===== src/design/mfa_pkg.sv =====
package mfa_pkg;

    // register indices as printed; byte address is four times the index
    localparam logic [7:0] IDX_AVG_LOWER = 8'h3e;
    localparam logic [7:0] IDX_AVG_UPPER = 8'h3f;
    localparam logic [7:0] IDX_AVG_CTRL = 8'h40;
    localparam logic [7:0] IDX_SAMPLE = 8'h50;

    // reset values
    localparam logic [7:0] RST_AVG_LOWER = 8'h00;
    localparam logic [7:0] RST_AVG_UPPER = 8'h00;
    localparam logic [7:0] RST_AVG_CTRL = 8'h88;

    // control field positions
    localparam int BIT_AVG_EN = 7;
    localparam int BIT_AVG_FAST = 6;
    localparam int BIT_READ_EN = 5;
    localparam int MSB_HI_VALUE = 2;

    // value layout
    localparam int FREQ_W = 19;

    // ppm per lsb, times 1e7
    localparam int PPM_LSB_E7 = 3068;

    // averaging shifts: fast responds quicker than slow
    localparam int SHIFT_FAST = 4;
    localparam int SHIFT_SLOW = 10;

endpackage : mfa_pkg


===== src/design/mfa_averager.sv =====
//////////////////////////////////////////////////////////////////////////////
// Function
// - 19-bit signed value from three registers
// - one lsb equals 0.0003068 ppm offset
// - control bit 7 enables extra averaging
// - control bit 6 selects fast or slow
// - control resets to 1000 1000
// - upper byte rw, bits 15:8, reset zero
// - lower byte rw, bits 7:0, reset zero
//////////////////////////////////////////////////////////////////////////////
`timescale 1ns/1ps

module mfa_averager
    import mfa_pkg::*;
(
    // clock and reset
    input wire logic core_clk,
    input wire logic rst,
    // apb slave
    input wire logic psel,
    input wire logic penable,
    input wire logic pwrite,
    input wire logic [31:0] paddr,
    input wire logic [31:0] pwdata,
    output logic [31:0] prdata,
    output logic pready,
    output logic pslverr,
    // raw frequency from the monitor loop
    input wire logic [18:0] raw_freq,
    input wire logic raw_valid,
    // averaged value, lsb = 0.0003068 ppm
    output logic [18:0] avg_freq
);

    //////////////////////////////////////////////////////////////////////////
    // register state
    logic [7:0] reg_lower;
    logic [7:0] reg_upper;
    logic [7:0] reg_ctrl;
    logic [7:0] next_lower;
    logic [7:0] next_upper;
    logic [7:0] next_ctrl;
    logic [31:0] acc;
    logic [31:0] next_acc;
    logic [31:0] next_prdata;
    logic wr_acc;
    logic rd_acc;
    logic rd_setup;
    logic [29:0] word;
    logic [31:0] raw_ext;
    logic [31:0] step;
    logic [31:0] avg_word;

    assign wr_acc = psel && penable && pwrite;
    assign rd_acc = psel && penable && !pwrite;
    // read setup cycle: the read word is captured here, ahead of access
    assign rd_setup = psel && !penable && !pwrite;
    assign word = paddr[31:2];
    // single-cycle access phase, never an error
    assign pready = 1'b1;
    assign pslverr = 1'b0;

    // sign extend the raw sample, 13 fraction-free guard bits are unused
    assign raw_ext = {{13{raw_freq[FREQ_W-1]}}, raw_freq};
    // one pole filter: acc += (raw - acc) >>> shift
    assign step = reg_ctrl[BIT_AVG_FAST]
        ? 32'($signed(raw_ext - acc) >>> SHIFT_FAST)
        : 32'($signed(raw_ext - acc) >>> SHIFT_SLOW);

    // averaging and register update; a bus write wins over the readout copy
    always_comb begin
        next_acc = acc;
        next_lower = reg_lower;
        next_upper = reg_upper;
        next_ctrl = reg_ctrl;
        if (raw_valid) begin
            if (reg_ctrl[BIT_AVG_EN]) begin
                next_acc = acc + step;
            end else begin
                next_acc = raw_ext;
            end
        end
        // readout registers follow the average unless readout is blocked
        avg_word = next_acc;
        if (raw_valid && reg_ctrl[BIT_READ_EN]) begin
            next_lower = avg_word[7:0];
            next_upper = avg_word[15:8];
            next_ctrl = {reg_ctrl[7:3], avg_word[18:16]};
        end
        if (wr_acc) begin
            case (word)
                {22'h00_0000, IDX_AVG_LOWER}: next_lower = pwdata[7:0];
                {22'h00_0000, IDX_AVG_UPPER}: next_upper = pwdata[7:0];
                {22'h00_0000, IDX_AVG_CTRL}: next_ctrl = pwdata[7:0];
                default: ;
            endcase
        end
    end

    always_ff @(posedge core_clk or posedge rst) begin
        if (rst) begin
            acc <= 32'h0000_0000;
            reg_lower <= RST_AVG_LOWER;
            reg_upper <= RST_AVG_UPPER;
            reg_ctrl <= RST_AVG_CTRL;
        end else begin
            acc <= next_acc;
            reg_lower <= next_lower;
            reg_upper <= next_upper;
            reg_ctrl <= next_ctrl;
        end
    end

    //////////////////////////////////////////////////////////////////////////
    // read data path; unmapped words read as zero
    // the word is picked in the setup cycle so that the access phase sees
    // a registered value and still needs no wait state
    always_comb begin
        next_prdata = 32'h0000_0000;
        if (rd_setup) begin
            case (word)
                {22'h00_0000, IDX_AVG_LOWER}:
                    next_prdata = {24'h00_0000, reg_lower};
                {22'h00_0000, IDX_AVG_UPPER}:
                    next_prdata = {24'h00_0000, reg_upper};
                {22'h00_0000, IDX_AVG_CTRL}:
                    next_prdata = {24'h00_0000, reg_ctrl};
                {22'h00_0000, IDX_SAMPLE}:
                    next_prdata = raw_ext;
                default: next_prdata = 32'h0000_0000;
            endcase
        end
    end

    // read data register; a sample landing on the setup edge shows up in
    // the next read, not this one, which keeps the word stable in access
    always_ff @(posedge core_clk or posedge rst) begin
        if (rst) begin
            prdata <= 32'h0000_0000;
        end else begin
            prdata <= next_prdata;
        end
    end

    // concatenated 19-bit value, scale
    assign avg_freq = {reg_ctrl[MSB_HI_VALUE:0], reg_upper, reg_lower};

    //////////////////////////////////////////////////////////////////////////
    // checks
    // reset values
    a_ctrl_reset: assert property (@(posedge core_clk)
        $fell(rst) |-> reg_ctrl == RST_AVG_CTRL)
        else $error("control reset value wrong");
    a_regs_reset: assert property (@(posedge core_clk)
        $fell(rst) |-> reg_lower == RST_AVG_LOWER
            && reg_upper == RST_AVG_UPPER)
        else $error("byte register reset value wrong");

    // readout copy: the three registers take the new average together
    a_copy_out: assert property (@(posedge core_clk) disable iff (rst)
        raw_valid && reg_ctrl[BIT_READ_EN] && !wr_acc
        |=> avg_freq == acc[FREQ_W-1:0])
        else $error("readout copy wrong");

    // averaging arithmetic in each mode
    a_bypass_raw: assert property (@(posedge core_clk) disable iff (rst)
        raw_valid && !reg_ctrl[BIT_AVG_EN] |=> acc == $past(raw_ext))
        else $error("bypass did not pass raw");
    a_fast_step: assert property (@(posedge core_clk) disable iff (rst)
        raw_valid && reg_ctrl[BIT_AVG_EN] && reg_ctrl[BIT_AVG_FAST]
        |=> acc == $past(acc) + 32'($signed($past(raw_ext) - $past(acc))
            >>> SHIFT_FAST))
        else $error("fast step wrong");
    a_slow_step: assert property (@(posedge core_clk) disable iff (rst)
        raw_valid && reg_ctrl[BIT_AVG_EN] && !reg_ctrl[BIT_AVG_FAST]
        |=> acc == $past(acc) + 32'($signed($past(raw_ext) - $past(acc))
            >>> SHIFT_SLOW))
        else $error("slow step wrong");

    // bus writes
    a_upper_write: assert property (@(posedge core_clk) disable iff (rst)
        wr_acc && word == {22'h00_0000, IDX_AVG_UPPER}
        |=> reg_upper == $past(pwdata[7:0]))
        else $error("upper write lost");
    a_lower_write: assert property (@(posedge core_clk) disable iff (rst)
        wr_acc && word == {22'h00_0000, IDX_AVG_LOWER}
        |=> reg_lower == $past(pwdata[7:0]))
        else $error("lower write lost");
    a_ctrl_write: assert property (@(posedge core_clk) disable iff (rst)
        wr_acc && word == {22'h00_0000, IDX_AVG_CTRL}
        |=> reg_ctrl == $past(pwdata[7:0]))
        else $error("control write lost");

    // frozen readout while software keeps the read enable clear
    a_hold_noread: assert property (@(posedge core_clk) disable iff (rst)
        !reg_ctrl[BIT_READ_EN] && !wr_acc |=> $stable(reg_upper))
        else $error("upper moved while readout blocked");
    a_hold_lower: assert property (@(posedge core_clk) disable iff (rst)
        !reg_ctrl[BIT_READ_EN] && !wr_acc |=> $stable(reg_lower))
        else $error("lower moved while readout blocked");

    // read path: the word captured at setup stands in the access phase
    a_read_ctrl: assert property (@(posedge core_clk) disable iff (rst)
        rd_setup && word == {22'h00_0000, IDX_AVG_CTRL}
        |=> prdata == {24'h00_0000, $past(reg_ctrl)})
        else $error("control readback wrong");
    a_read_lower: assert property (@(posedge core_clk) disable iff (rst)
        rd_setup && word == {22'h00_0000, IDX_AVG_LOWER}
        |=> prdata == {24'h00_0000, $past(reg_lower)})
        else $error("lower readback wrong");
    a_read_upper: assert property (@(posedge core_clk) disable iff (rst)
        rd_setup && word == {22'h00_0000, IDX_AVG_UPPER}
        |=> prdata == {24'h00_0000, $past(reg_upper)})
        else $error("upper readback wrong");

    // main scenarios: each averaging mode, frozen readout and a readback
    c_fast: cover property (@(posedge core_clk)
        raw_valid && reg_ctrl[BIT_AVG_EN] && reg_ctrl[BIT_AVG_FAST]);
    c_slow: cover property (@(posedge core_clk)
        raw_valid && reg_ctrl[BIT_AVG_EN] && !reg_ctrl[BIT_AVG_FAST]);
    c_bypass: cover property (@(posedge core_clk)
        raw_valid && !reg_ctrl[BIT_AVG_EN]);
    c_freeze: cover property (@(posedge core_clk)
        raw_valid && !reg_ctrl[BIT_READ_EN]);
    c_read_ctrl: cover property (@(posedge core_clk)
        rd_setup && word == {22'h00_0000, IDX_AVG_CTRL});

endmodule : mfa_averager


===== config.mk =====
export PLATFORM = sky130hd
export DESIGN_NAME = mfa_averager
export DESIGN_NICKNAME = d
export VERILOG_FILES = /design/src/design/mfa_pkg.sv /design/src/design/mfa_averager.sv
export SDC_FILE = /design/constraint.sdc
export NUM_CORES = 1
export LEC_CHECK = 0
export BUFFER_PORTS_ARGS = -buffer_cell sky130_fd_sc_hd__buf_2
export CORE_UTILIZATION = 52
export DETAILED_ROUTE_END_ITERATION = 8
export PLACE_DENSITY = 0.76
export SLEW_MARGIN = 30
export SYNTH_ARGS = -nofsm -noshare
export SYNTH_HDL_FRONTEND = slang
export SYNTH_SLANG_ARGS = --single-unit

===== constraint.sdc =====
create_clock -name core_clk -period 11.5 [get_ports core_clk]
set_input_delay 1.15 -clock core_clk [delete_from_list [all_inputs] [get_ports core_clk]]
set_output_delay 1.15 -clock core_clk [all_outputs]
set_load 0.02 [all_outputs]

==> run metrics <==
Pre-antenna DRT Iters 5; DP Area 7360 um^2; CTS tree built; Die ar. 13500 um^2; Tcrit/Tclk final 54.1%; Max IR drop VDD 0.0777 mV; first-pass GRT wire length 28100 um; Fmax achieved 161 MHz; Slew @ Worst Pin 795 ps; Vias/cell around 5.8; CP max stage delay around 500 ps; Post-Syn Area 6760 um^2; post-CTS setup buffer count 0; Slew Viols, Final 0; CP delay by family, top compound AO/OA/AOI/OAI gates; Die Height 116 um; CP cell instances buf_2 > ha_1 > nand4_1 > nor4_1 > nand4_1 > o32ai_2 > o21ai_0 > nor2b_1 > o21ba_2 > o21bai_2 > xnor2_1 > o21bai_1 > ha_1 > a21oi_1 > a21boi_0 > a311o_1 > a22o_1 > a31oi_2 > a21o_1 > a21oi_1 > xnor2_1 > and3_1 > or3_1; Antenna Nets Post-Route 0; RSZ-0062 raised after global routing false; Compound-Gate Fraction of Synth Area 22.3%; Arrival @ worst endpoint 6450 ps; post-route cell area 7690 um^2; Detailed Route Iter0 Violations 388; FF-to-FF Start acc[4]; final setup margin about 5300 ps; Seq/Total Area, Yosys 27.8%; Vias 6147; CP startpoint kind input pin; Port Buffers 113; Critical path buffers and inverters 1; crit path max fanout 16; reg2reg path depth 22; Num CTS Buffers 9; share of layout cells above drive strength 1 21.1%; Setup Viol. Count Final 0; Syn. warnings 0; Post-synth ARST share between 90% and 100%; Clock Skew 8.79 ps; post-synth cell types 69; initial antenna violation count 0; commonest non-fill, non-tap cell in the layout buf_2; CTS H-Tree Depth 3; Pwr per Cell Area 149 nW/um^2; fin crit period 6220 ps; adder-cell share of the synthesized area 11.6%; synth top area cells dfrtp_1 27%, ha_1 11%, a21oi_1 5.6%; Worst Hold Class reg -> reg; number of gates resized after CTS 0; Synth Register Bits 75; Synth Instances roughly 800; mean routed wirelength per cell 16.6 um; clock root cell clkbuf_16; clock latency on the worst-skew pair 350 ps; Post-layout nets 1037; Clock Pin Slew Worst Setup and Hold Paths 60 ps; GRT Residual Overflow 0; relative slew slack 47.0%; pre-CTS WS 4990 ps; Initial Utilization 53.5%; Hold Path Origin reg_ctrl[4]; CTS Hold Bufs 0; Hold WS 546 ps; mux contribution to synthesized area 8.57%; CORE AREA 12600 um^2; # DRC 0; Die X 116 um; crit end category flop; critical path data required time 11720 ps; ANT cells 0; outcome complete, no violations; number of fill cells 1155; Mapped Nets roughly 950; Post-Synth Simple-Gate Area 16.6%; Layout area overhead 13.8%; clock sink count 75; Leakage 3.78 nW; Total Routing Usage GR 27.3%; DRT Wirelength 17600 um; number of synthesized flops with an enable pin 0; critical path class in -> reg; worst hold endpoint reg_ctrl[4]; Synth Area per Inst 8.41 um^2; Hold Fails Final Rpt 0; routability cong. between 0.9 and 1; max-cap check violation count 0; Synth top area share 27.0%; RR Endpoint acc[31]; worst hold path cell count 1; HPWL Detailed 13400 um; largest family of logic cells by synthesized area compound AO/OA/AOI/OAI gates; Synth Flop Type dfrtp_1; FP Rows 41; Slowest cell on crit path nor4_1; Reg2Reg Setup Slack 5830 ps; cell accounting for the most synthesized area dfrtp_1; Max Root-Sink Buffers 2; number of global-route vias before repair around 5700; Synth Area in XOR/XNOR 6.85%; largest net degree at the start of global routing 65; most frequent cells in the layout 113 x buf_2, 76 x a21oi_1, 73 x nor2_1, 73 x dfrtp_1, 67 x nand2_1; setup TNS 0 ps; IO Count 142
-- metrics by stage --
step | utilization, % | cells | total power, W
finish | 60.9 | 1063 | 0.00115
global route | 60.9 | 1063 | 0.00122
CTS | 60.9 | 1063 | 0.00115
detailed placement | 58.3 | 1047 | 0.000827
global placement | 58.1 | 1046 | 0.000819
floorplan | - | 803 | 0.000714
-- power breakdown --
| group | total, W | switching [W] | leakage (nW) | internal, W |
|---|---|---|---|---|
| Sequential | 0.000285 | 0.0000110 | 0.950 | 0.000274 |
| Clock | 0.000316 | 0.000123 | 0.159 | 0.000193 |
| Combinational | 0.000548 | 0.000313 | 2.67 | 0.000235 |
-- state kept, by name (all words and copies together), names as in the netlist --
register	cells
prdata	19
reg_ctrl	8
reg_lower	8
acc	32
reg_upper	8
-- cells by family after synthesis --
logic type / after synthesis
XOR/XNOR: 52
other: 2
AO/OA/AOI/OAI: 235
flip-flops: 75
adder cells (fa/ha/maj): 62
AND/OR/NAND/NOR: 232
multiplexers: 54
buffers and inverters: 91
-- metal layers --
metal | global-route usage [%] | vias up | part of all wire (%)
met5 | 0 | - | 0
met4 | 7.52 | 0 | 1.8
met3 | 5.18 | 22 | 5.4
met2 | 47.5 | 183 | 50
met1 | 34.5 | 2925 | 43
li1 | - | 3017 | -
-- area by class of cell --
cell class                      count  area, um^2  share of cell area (%)
Clock buffer                       10         229                    2.98
Timing Repair Buffer              120         638                    8.30
Tap cell                          172         215                    2.80
Inverter                           43         163                    2.12
Sequential cell                    75        1880                    24.4
Multi-Input combinational cell    637        4470                    58.1
Clock inverter                      6        97.6                    1.27
-- how the worst max path moves through the flow --
stage                       from       to  slack (ps)  depth (start not counted)
floorplan            raw_freq[4]  acc[31]        5950                         21
global placement    raw_freq[18]  acc[31]        5030                         23
detailed placement  raw_freq[18]  acc[31]        4990                         23
CTS                 raw_freq[18]  acc[31]        5330                         23
global route        raw_freq[18]  acc[31]        4940                         23
finish              raw_freq[18]  acc[31]        5280                         23
-- synthesized netlist by cell type, types with 22 or more instances --
cell / instances
nand2_1: 68
dfrtp_1: 73
mux2_2: 31
ha_1: 61
a21o_1: 22
a21oi_1: 76
clkbuf_1: 25
mux2i_1: 23
xnor2_1: 31
o21ai_0: 58
nor2_1: 73
inv_1: 43
-- worst reg2reg max path: stages (launching register included) --
cell and delay [ps]:
dfrtp_1 400, inv_1 60, ha_1 320, a211oi_1 300, o21ai_0 150, a21oi_2 250
o21ai_0 260, a31oi_1 410, o21ai_0 220, a21oi_1 210, xor2_1 260, mux2i_1 120
ha_1 390, and2_1 210, a2111oi_0 410, a31oi_1 200, a22o_1 240, a31oi_2 200
a21o_1 180, a21oi_1 90, xnor2_1 140, and3_1 190, or3_1 360
(Power assumes the default switching activity.)
